## src/logic/irq_mgr_defines.svh

```systemverilog
`ifndef IRQ_MGR_DEFINES_SVH
`define IRQ_MGR_DEFINES_SVH

`define REG_SRC_FLAGS      5'h1d
`define REG_IRQ_MASK       5'h1e
`define REG_BASIC_STATUS   5'h01
`define REG_AN_EXPANSION   5'h06
`define MASK_RESET         8'h00
`define FLAGS_RESET        8'h00
`define SRC_ENERGY         7
`define SRC_AN_DONE        6
`define SRC_REMOTE_FAULT   5
`define SRC_LINK_DOWN      4
`define SRC_PARTNER_ACK    3
`define SRC_PAR_DET_FAULT  2
`define SRC_PAGE_RX        1
`define CLK_FREQ_HZ        50000000
`define ENERGY_DELAY_MS    1000
`define ENERGY_PULSE_MS    256
`define ENERGY_DELAY_CYC   (`CLK_FREQ_HZ / 1000 * `ENERGY_DELAY_MS)
`define ENERGY_PULSE_CYC   (`CLK_FREQ_HZ / 1000 * `ENERGY_PULSE_MS)

`endif

```

## src/logic/irq_mgr_pkg.sv

```systemverilog
`default_nettype none
package irq_mgr_pkg;
	typedef enum logic [1:0] {
		ep_idle,
		ep_armed,
		ep_wait,
		ep_pulse
	} energy_state_type;
endpackage
`default_nettype wire

```

## src/logic/phy_interrupt_manager.sv

```systemverilog
// Summary of operation
// - irq_out_n low while any enabled source flag is set.
// - two release modes, primary and alternative; assertion identical.
// - alt_irq_select zero selects primary; forced zero at hard reset.
// - mask bit n pairs with flag bit n, sources seven down to one.
// - flags set on rising status edges; link down on link falling edge.
// - primary releases on status fall or flag read; special register 1 cases.
// - fault and page also released by register 6 read, restart, link loss.
// - energy released while high gives 256 ms pulse one second after drop.
// - energy flag reads one at power-up, stays set with energy absent until released.
// - alternative mode: clearing pending mask bit releases irq_out_n at once.
// - alternative mode: writing one to a flag tests its release condition.
// - condition true: flag clears and output releases together.
// - condition false: flag stays set and output stays asserted.
// - condition is status low; link down condition is link high.
// - mask bits seven to zero read-write, reset to zero.
`timescale 1ns/1ps
`default_nettype none
`include "irq_mgr_defines.svh"
module phy_interrupt_manager #(
	parameter int unsigned DELAY_CYC = `ENERGY_DELAY_CYC,
	parameter int unsigned PULSE_CYC = `ENERGY_PULSE_CYC
) (
	input  wire logic        sys_clk,
	input  wire logic        nrst,
	input  wire logic        clk_en,
	input  wire logic        alt_irq_select,
	input  wire logic        line_energy_present,
	input  wire logic        an_complete,
	input  wire logic        remote_fault,
	input  wire logic        link_status,
	input  wire logic        partner_ack,
	input  wire logic        par_det_fault,
	input  wire logic        page_received,
	input  wire logic        an_restart,
	input  wire logic [4:0]  reg_addr,
	input  wire logic        reg_rd,
	input  wire logic        reg_wr,
	input  wire logic [15:0] reg_wdata,
	output logic      [15:0] reg_rdata,
	output logic             irq_out_n
);
	// ************************************************************
	// reset release
	// ************************************************************
	logic [1:0] rst_sync_q;
	logic       rst_n;

	always_ff @(posedge sys_clk or negedge nrst) begin
		if (!nrst) begin
			rst_sync_q <= 2'b00;
		end else begin
			rst_sync_q <= {rst_sync_q[0], 1'b1};
		end
	end
	assign rst_n = rst_sync_q[1];

	// ************************************************************
	// source levels and edges
	// ************************************************************
	logic [7:0] level;
	logic [7:0] rise;
	logic [7:0] fall;
	logic [7:0] set_ev;
	logic [7:0] status_low;

	// link down source is carried inverted so it behaves like the rest
	assign level = {line_energy_present, an_complete, remote_fault, ~link_status,
		partner_ack, par_det_fault, page_received, 1'b0};

	edge_detect u_edge (
		.sys_clk  (sys_clk),
		.rst_n    (rst_n),
		.clk_en   (clk_en),
		.level_in (level),
		.rise     (rise),
		.fall     (fall)
	);

	assign set_ev     = rise & 8'hfe;
	assign status_low = ~level & 8'hfe;

	// ************************************************************
	// register state
	// ************************************************************
	typedef struct packed {
		logic [7:0]  mask;
		logic [7:0]  flags;
		logic        energy_init;
		logic [15:0] rdata;
	} mgr_state_type;

	mgr_state_type s_q;
	mgr_state_type s_d;

	logic       wr_mask;
	logic       wr_flags;
	logic       rd_flags;
	logic       rd_status;
	logic       rd_expansion;
	logic [7:0] clr;
	logic       energy_pulse;
	logic       energy_rel_high;

	assign wr_mask      = reg_wr && (reg_addr == `REG_IRQ_MASK);
	assign wr_flags     = reg_wr && (reg_addr == `REG_SRC_FLAGS);
	assign rd_flags     = reg_rd && (reg_addr == `REG_SRC_FLAGS);
	assign rd_status    = reg_rd && (reg_addr == `REG_BASIC_STATUS);
	assign rd_expansion = reg_rd && (reg_addr == `REG_AN_EXPANSION);

	function automatic logic [7:0] primary_clear(
		input logic [7:0] falls,
		input logic       flag_rd,
		input logic       stat_rd,
		input logic       exp_rd,
		input logic       restart,
		input logic       link_loss
	);
		logic [7:0] c;
		c = falls;
		c[`SRC_LINK_DOWN] = 1'b0;
		c[`SRC_REMOTE_FAULT] = c[`SRC_REMOTE_FAULT] | stat_rd;
		c[`SRC_LINK_DOWN] = stat_rd;
		if (exp_rd || restart || link_loss) begin
			c[`SRC_PAR_DET_FAULT] = 1'b1;
			c[`SRC_PAGE_RX] = 1'b1;
		end
		if (flag_rd) begin
			c = 8'hfe;
		end
		return c;
	endfunction

	always_comb begin
		s_d = s_q;
		clr = 8'h00;
		if (alt_irq_select) begin
			if (wr_flags) begin
				clr = reg_wdata[7:0] & status_low;
			end
		end else begin
			clr = primary_clear(fall, rd_flags, rd_status, rd_expansion,
				an_restart, fall[`SRC_LINK_DOWN] == 1'b0 && rise[`SRC_LINK_DOWN]);
		end
		if (clk_en) begin
			// set wins over a clear in the same cycle
			s_d.flags = ((s_q.flags & ~clr) | set_ev) & 8'hfe;
			if (s_q.energy_init) begin
				s_d.flags[`SRC_ENERGY] = 1'b1;
				s_d.energy_init = 1'b0;
			end
			if (wr_mask) begin
				s_d.mask = reg_wdata[7:0];
			end
			if (reg_rd) begin
				case (reg_addr)
					`REG_SRC_FLAGS: s_d.rdata = {8'h00, s_q.flags};
					`REG_IRQ_MASK:  s_d.rdata = {8'h00, s_q.mask};
					default:        s_d.rdata = 16'h0000;
				endcase
			end
		end
	end

	always_ff @(posedge sys_clk or negedge rst_n) begin
		if (!rst_n) begin
			s_q <= '{mask: `MASK_RESET, flags: `FLAGS_RESET, energy_init: 1'b1, rdata: 16'h0000};
		end else begin
			s_q <= s_d;
		end
	end

	// ************************************************************
	// energy late pulse
	// ************************************************************
	// a flag read can release energy while it is still present
	assign energy_rel_high = !alt_irq_select && rd_flags && s_q.flags[`SRC_ENERGY]
		&& line_energy_present;

	energy_timer #(
		.DELAY_CYC (DELAY_CYC),
		.PULSE_CYC (PULSE_CYC)
	) u_energy (
		.sys_clk       (sys_clk),
		.rst_n         (rst_n),
		.clk_en        (clk_en),
		.enabled       (s_q.mask[`SRC_ENERGY]),
		.released_high (energy_rel_high),
		.energy_fall   (fall[`SRC_ENERGY]),
		.pulse         (energy_pulse)
	);

	// ************************************************************
	// outputs
	// ************************************************************
	assign reg_rdata = s_q.rdata;
	// combinational from flags and mask: clearing a mask bit releases at once
	assign irq_out_n = ~(|(s_q.flags & s_q.mask) | energy_pulse);
endmodule // phy_interrupt_manager
`default_nettype wire

```

## src/logic/edge_detect.sv

```systemverilog
`timescale 1ns/1ps
`default_nettype none
module edge_detect (
	input  wire logic       sys_clk,
	input  wire logic       rst_n,
	input  wire logic       clk_en,
	input  wire logic [7:0] level_in,
	output logic      [7:0] rise,
	output logic      [7:0] fall
);
	typedef struct packed {
		logic [7:0] prev;
	} edge_state_type;

	edge_state_type s_q;
	edge_state_type s_d;

	always_comb begin
		s_d = s_q;
		if (clk_en) begin
			s_d.prev = level_in;
		end
	end

	always_ff @(posedge sys_clk or negedge rst_n) begin
		if (!rst_n) begin
			s_q <= '0;
		end else begin
			s_q <= s_d;
		end
	end

	// gated by the enable so a frozen clock sees no edge
	assign rise = clk_en ? (level_in & ~s_q.prev) : 8'h00;
	assign fall = clk_en ? (~level_in & s_q.prev) : 8'h00;
endmodule // edge_detect
`default_nettype wire

```

## src/logic/energy_timer.sv

```systemverilog
`timescale 1ns/1ps
`default_nettype none
`include "irq_mgr_defines.svh"
module energy_timer #(
	parameter int unsigned DELAY_CYC = `ENERGY_DELAY_CYC,
	parameter int unsigned PULSE_CYC = `ENERGY_PULSE_CYC
) (
	input  wire logic sys_clk,
	input  wire logic rst_n,
	input  wire logic clk_en,
	input  wire logic enabled,
	input  wire logic released_high,
	input  wire logic energy_fall,
	output logic      pulse
);
	typedef struct packed {
		irq_mgr_pkg::energy_state_type st;
		logic [31:0]                   cnt;
	} timer_state_type;

	timer_state_type s_q;
	timer_state_type s_d;

	always_comb begin
		s_d = s_q;
		if (clk_en) begin
			case (s_q.st)
				irq_mgr_pkg::ep_idle: begin
					if (released_high && enabled) begin
						s_d.st = irq_mgr_pkg::ep_armed;
					end
				end
				irq_mgr_pkg::ep_armed: begin
					if (!enabled) begin
						s_d.st = irq_mgr_pkg::ep_idle;
					end else if (energy_fall) begin
						s_d.st  = irq_mgr_pkg::ep_wait;
						s_d.cnt = 32'h0;
					end
				end
				irq_mgr_pkg::ep_wait: begin
					if (!enabled) begin
						s_d.st = irq_mgr_pkg::ep_idle;
					end else if (s_q.cnt >= DELAY_CYC - 1) begin
						s_d.st  = irq_mgr_pkg::ep_pulse;
						s_d.cnt = 32'h0;
					end else begin
						s_d.cnt = s_q.cnt + 32'h1;
					end
				end
				irq_mgr_pkg::ep_pulse: begin
					if (!enabled || s_q.cnt >= PULSE_CYC - 1) begin
						s_d.st = irq_mgr_pkg::ep_idle;
					end else begin
						s_d.cnt = s_q.cnt + 32'h1;
					end
				end
				default: s_d.st = irq_mgr_pkg::ep_idle;
			endcase
		end
	end

	always_ff @(posedge sys_clk or negedge rst_n) begin
		if (!rst_n) begin
			s_q <= '{st: irq_mgr_pkg::ep_idle, cnt: 32'h0};
		end else begin
			s_q <= s_d;
		end
	end

	assign pulse = (s_q.st == irq_mgr_pkg::ep_pulse);
endmodule // energy_timer
`default_nettype wire

```

## config.mk

```make
export PLATFORM = sky130hd
export DESIGN_NAME = phy_interrupt_manager
export DESIGN_NICKNAME = d
export VERILOG_FILES = /design/src/logic/irq_mgr_pkg.sv /design/src/logic/phy_interrupt_manager.sv /design/src/logic/edge_detect.sv /design/src/logic/energy_timer.sv
export VERILOG_INCLUDE_DIRS = /design/src /design/src/logic
export SDC_FILE = /design/constraint.sdc
export NUM_CORES = 1
export LEC_CHECK = 0
export ABC_AREA = 1
export BUFFER_PORTS_ARGS = -buffer_cell sky130_fd_sc_hd__buf_2
export CAP_MARGIN = 20
export CORE_MARGIN = 1
export CORE_UTILIZATION = 59
export DETAILED_ROUTE_END_ITERATION = 10
export HOLD_SLACK_MARGIN = 0.15
export PLACE_DENSITY = 0.81
export SETUP_SLACK_MARGIN = 0.5
export SYNTH_ARGS = -nofsm -noshare
export SYNTH_HDL_FRONTEND = slang
export SYNTH_SLANG_ARGS = --single-unit
```

## constraint.sdc

```tcl
create_clock -name sys_clk -period 2.47 [get_ports sys_clk]
set_clock_uncertainty 0.05 [all_clocks]
set_input_delay 0.1235 -clock sys_clk [delete_from_list [all_inputs] [get_ports sys_clk]]
set_output_delay 0.1235 -clock sys_clk [all_outputs]
set_load 0.02 [all_outputs]
```

Word-level counts from Yosys, hierarchy flattened --
Index checks and enable logic that the tools add are counted.
Storage, ports and cells: bits in registers 75, bits in latches 0, RAM bits 0, memory bits (read-only) 0, input port bits 35, output and inout bits 17, word-level logic and storage cells 82, memories kept 0
Operators by class: add/sub/neg operators 1, multiply operators 0, div/mod/pow operators 0, order comparisons 2, equality and inequality tests 15, shift operators 0, muxes and demuxes 20, bitwise gates (word level) 14, reduce and logical (&&, ||, !) cells 22
Operator list (number):
- 32-bit two-way mux | 4
- 32-bit case mux with 3 select lines | 1
- 8-bit bitwise AND | 5
- 8-bit two-way mux | 5
- 34-bit two-way mux | 1
- 32-bit by 1-bit adder with 32-bit output, second input constant | 1
- 32-bit by 24-bit >= comparator with 1-bit output, second input constant | 1
- 32-bit by 26-bit >= comparator with 1-bit output, second input constant | 1
- 8-bit inverter | 3
- 8-bit case mux with 2 select lines | 1
- 2-bit two-way mux | 6
- 5-bit equality test, second input constant | 2
- 1-bit logical AND | 10
- 2-bit inequality test, second input constant | 4
- 8-bit bitwise OR | 1
- 2-bit case mux with 4 select lines | 1
- 8-bit OR reduction | 1
- 6-bit AND reduction | 1
- 5-bit by 1-bit equality test with 1-bit output, second input constant | 1
- 5-bit by 3-bit equality test with 1-bit output, second input constant | 1
- 5-bit AND reduction | 1
- 2-bit equality test, second input constant | 2
- 2-bit by 1-bit inequality test with 1-bit output, second input constant | 2
- 2-bit AND reduction | 2
- 10 further kinds | 16

Depth between registers and ports, before layout --
depth after elaboration 14, depth in mapped cells 14, depth with buffers taken out 13

By module --
Synthesis repeated with hierarchy kept, for this count alone.
Unflattened totals: cell total of the unflattened synthesis 599, area total of the unflattened synthesis 4292.9 sq um
By module, submodules not included:
- energy_timer | instances 1, cells an instance 330, area an instance 2278.4 sq um, sequential area each 850.8 sq um
- phy_interrupt_manager | instances 1, cells an instance 210, area an instance 1594.0 sq um, sequential area each 651.9 sq um
- edge_detect | instances 1, cells an instance 59, area an instance 420.4 sq um, sequential area each 200.2 sq um

Least setup slack after synthesis --
OpenSTA, ideal clock, no wires.
path kind flip-flop to flip-flop, start point register u_energy.s_q[0] (netlist bit), end point register u_energy.s_q[10] (netlist bit), setup time 0.116 ns, arrival 1.611 ns, data required time 2.304 ns, setup slack 0.693 ns, cell stages (with the launch flop) 14, path buffers 1, period minus slack after synthesis 1.777 ns, path through dfrtp_1 ha_1 nand3_2 nor2_2 nand2_1 nand2_1 nand2_1 nand2_1 nand2_1 nand2_4 inv_4 buf_6 nand2_1 nand2_1
On the way: word-level cells in the longest chain between the ends 4, elaborated cells between the ends (all ways) 10, those cells by class 1 x add/sub; 2 x order compare; 1 x eq/ne; 4 x mux; 2 x reduce/logical
RTL lines:
- from (decl) | RTL line energy_timer.sv:21 | timer_state_type s_q;
- from (signal assigned) | RTL line energy_timer.sv:65 | s_q <= '{st: irq_mgr_pkg::ep_idle, cnt: 32'h0};
- 32-bit by 1-bit adder with 32-bit output, or another cell as far along | RTL line energy_timer.sv:48, energy_timer.sv:55
- 32-bit two-way mux / 1-bit logical OR (equally long branches) | RTL line energy_timer.sv:44, energy_timer.sv:52
- 32-bit two-way mux / 2-bit inequality test (equally long branches)
- 32-bit case mux with 3 select lines / 6-bit AND reduction (equally long branches)
Several ways; a longest one is shown, not always the timed one. The select of a mux whose other input is x is not followed. A chain may end at the register's enable or synchronous reset.

Worst setup path in the final report --
start point input reg_addr[0], end point register s_q[23] (netlist bit)
On the way: word-level cells in the longest chain between the ends 7, elaborated cells between the ends (all ways) 9, those cells by class 1 x eq/ne; 3 x mux; 3 x bitwise; 2 x reduce/logical
RTL lines:
- from (decl) | RTL line phy_interrupt_manager.sv:36 | input wire logic [4:0] reg_addr,
- 5-bit equality test *
- 1-bit logical AND (on tied branches) | RTL line phy_interrupt_manager.sv:107, phy_interrupt_manager.sv:106
- 8-bit two-way mux (on tied branches) | RTL line phy_interrupt_manager.sv:128, phy_interrupt_manager.sv:138
- 8-bit two-way mux * | RTL line phy_interrupt_manager.sv:137 | if (alt_irq_select) begin
- 8-bit inverter * | RTL line phy_interrupt_manager.sv:147 | s_d.flags = ((s_q.flags & ~clr) | set_ev) & 8'hfe;
- 8-bit bitwise AND * | RTL line phy_interrupt_manager.sv:147
- 8-bit bitwise OR * | RTL line phy_interrupt_manager.sv:147
- to (signal assigned) | RTL line phy_interrupt_manager.sv:167 | s_q <= '{mask: `MASK_RESET, flags: `FLAGS_RESET, energy_init: 1'b1, rdata: 16'h0000};
- to (decl) | RTL line phy_interrupt_manager.sv:93 | mgr_state_type s_q;
Mark *: on every way between the ends. The rest lies on a longest branch, timed or not.

==> results.txt <==
status = completed
Max-cap violations = 0
drt drc = 0
GR Overflow Total = 0
Core Box Area = 0.00694 mm2
Cell Pwr Density = 593 mW/mm2
element type at the critical path end = flop
RSZ-0062 raised after global routing = no
TNS Setup = 0 ps
crit path from = reg_addr[0]
initial core utilization = 62.7%
Final Cycle Share = 75.2%
fmax = 0.538 GHz
main area contributors after synthesis = dfrtp_1 38%, nand2_1 23%, nor2_1 7.2%
Final Hold Violating Endpoints = 0
Yosys cell types = 35
area fraction of the dominant cell type after synthesis = 37.9%
Final GP Congestion = 0.999
Clk Latency, worst-skew pair = 350 ps
clock buffer depth = 2
# IOs = 52
arrival time worst endpoint = 2040 ps
Ys Warns = 0
DR WL/cell = 13.0 um
clk sinks = 67
Worst Hold Launch = reg_addr[1]
Post-DP HPWL = 7240 um
VDD IR max = 0.000557 V
mean number of vias per cell = 5.24
Root Buffer = clkbuf_8
die area = 0.00773 mm2
final setup fails = 0
Iter 0 DRT Violations = 378
Startpoint Class = input pin
Slew Limit Fails = 0
finished layout cell area = 0.00500 mm2
Worst-path clk slew = 70 ps
Rows = 30
Port Buffers = 35
Placed Cells incl. Taps = 778
relative slew slack = 54.7%
share of cells above drive strength 1 = 11.3%
final net count = 755
cells after synthesis = 667
type of the most critical hold path = input pin to flop
global-route wire length before repair = 17900 um
pre-CTS setup slack = 324 ps
Tmin final = 1860 ps
number of global-route vias before repair = 3896
Vias = 4298
RR Startpoint = u_energy.s_q[1]$_DFFE_PN0P_
initial antenna violation count = 0
Seq cells post-synth = 67
die height = 87.9 um
CTS Buf Count = 9
First-pass DRT Iterations = 7
Tightest Pin Transition = 680 ps
placed cell area = 0.00450 mm2
TritonCTS clock tree = yes
routed wire length = 10600 um
Layout Cells excl Fill = 820
area leader, netlist = dfrtp_1
Layout area overhead = 14.7%
Mapped Avg Cell Area = 6.53 um2
H-tree levels = 3
worst path required time = 2650 ps
GRT Total Usage = 30.1%
Horiz. Die Dim = 87.9 um
post-synthesis cell area = 0.00436 mm2
ANT nets after route = 0
CP Max Fanout = 9
Final Worst Setup Slack = 613 ps
post-synthesis sequential area ratio = 38.5%
crit path kind = input pin to flop
pin count of the biggest net entering global routing = 38
n_diodes = 0
leakage power = 2.63 nW
[state kept, by name, indices dropped and copies added (netlist names)]
name,cells
u_energy.s_q,34
rst_sync_q,2
reg_rdata,8
s_q,16
u_edge.s_q,7
[where the power goes]
| part | total [mW] | switching, mW | internal [mW] | leakage (nW) |
|---|---|---|---|---|
| clock network | 0.855 | 0.433 | 0.422 | 0.0859 |
| registers | 1.30 | 0.109 | 1.19 | 0.856 |
| logic | 0.808 | 0.545 | 0.263 | 1.68 |
| total | 2.96 | 1.09 | 1.88 | 2.63 |
[metal layers]
metal	wire length (um)	track usage (%)	part of all wire (%)	vias up
met1	4800	43.3	45	1943
met5	0	0	0	-
li1	-	-	-	2138
met4	220	8.49	2.1	0
met2	4720	46.1	44	189
met3	904	6.03	8.5	28
[logic make-up after synthesis]
kind of cell,after synthesis,share of synthesized area [%]
flip-flops,67,38.5
buffers and inverters,109,11.9
XOR/XNOR,14,2.81
AND/OR/NAND/NOR,420,39.0
other,2,0.172
AO/OA/AOI/OAI,51,6.52
multiplexers,3,0.775
adder cells (fa/ha/maj),1,0.287
[timing repair]
item | CTS | global route
gates resized for setup | 5 | 12
endpoints found under the hold margin | 26 | 0
pin swaps | 0 | 1
setup endpoints to repair | 33 | 41
hold buffers | 21 | 0
setup buffers | 1 | 4
[critical path, stage by stage]
cell and delay [ps]:
dlygate4sd3_1 530, buf_2 110, nand2_1 70, nor2_2 330
nand2_1 170, nor2_2 280, a22oi_1 140, o21ai_0 170
o21ai_0 100
[Yosys cell counts, drive strengths merged]
master     n
nand3     54
o21ai     29
o22ai      1
a22o       1
conb       2
dfrtp     66
buf       24
nor4       1
a22oi      3
nor2      88
dfstp      1
xnor2      3
xor2      11
clkbuf     8
o2111ai    1
ha         1
nand3b     2
inv       75
a211oi     1
nand2    267
mux2       3
nor3       7
a31oi      8
nor3b      1
clkinv     2
a21oi      7
[cell usage in the layout, fill, tap and decap left out, types with 2 or more instances in the layout]
cell type / count
dfrtp_1: 64
clkbuf_1: 2
mux2_2: 3
a31oi_1: 8
nand2_1: 265
nor2_1: 81
nor3_1: 6
buf_4: 8
dlygate4sd3_1: 21
nand3_1: 52
inv_1: 72
a22oi_1: 3
clkinv_1: 2
conb_1: 9
nor2_4: 2
clkinvlp_4: 2
xnor2_1: 3
clkbuf_8: 11
nor2_2: 5
xor2_1: 11
o21ai_1: 2
nand3b_1: 2
buf_2: 35
o21ai_0: 27
a21oi_1: 7
dfrtp_2: 2
[cell type report]
class	instances	area, um2
tap	96	120
multi-input combinational	498	2230
sequential	67	1680
timing repair buffer	66	480
clock inverter	3	23.8
fill	541	1950
inverter	77	302
clock buffer	13	159
[final timing paths]
check	to	slack, ps	cells past startpoint
min in group asynchronous	u_energy.s_q[8]$_DFFE_PN0P_	260	0
worst min register to register	u_energy.s_q[8]$_DFFE_PN0P_	260	0
max in group asynchronous	s_q[16]$_DFFE_PN1P_	1430	1
worst max register to register	u_energy.s_q[9]$_DFFE_PN0P_	630	11
worst max-delay path	s_q[23]$_DFFE_PN0P_	610	9
worst min-delay path	reg_rdata[0]$_DFFE_PN0P_	160	5
[metrics by stage]
step / hold WS [ps] / power [mW] / util [%]
floorplan: -222 / 1.86 / -
global placement: -142 / 1.98 / 64.8
detailed placement: -139 / 2.01 / 64.8
CTS: 150 / 2.90 / 70.8
global route: 196 / 3.11 / 72.0
finish: 157 / 2.96 / 72.0
(Power assumes the default switching activity.)
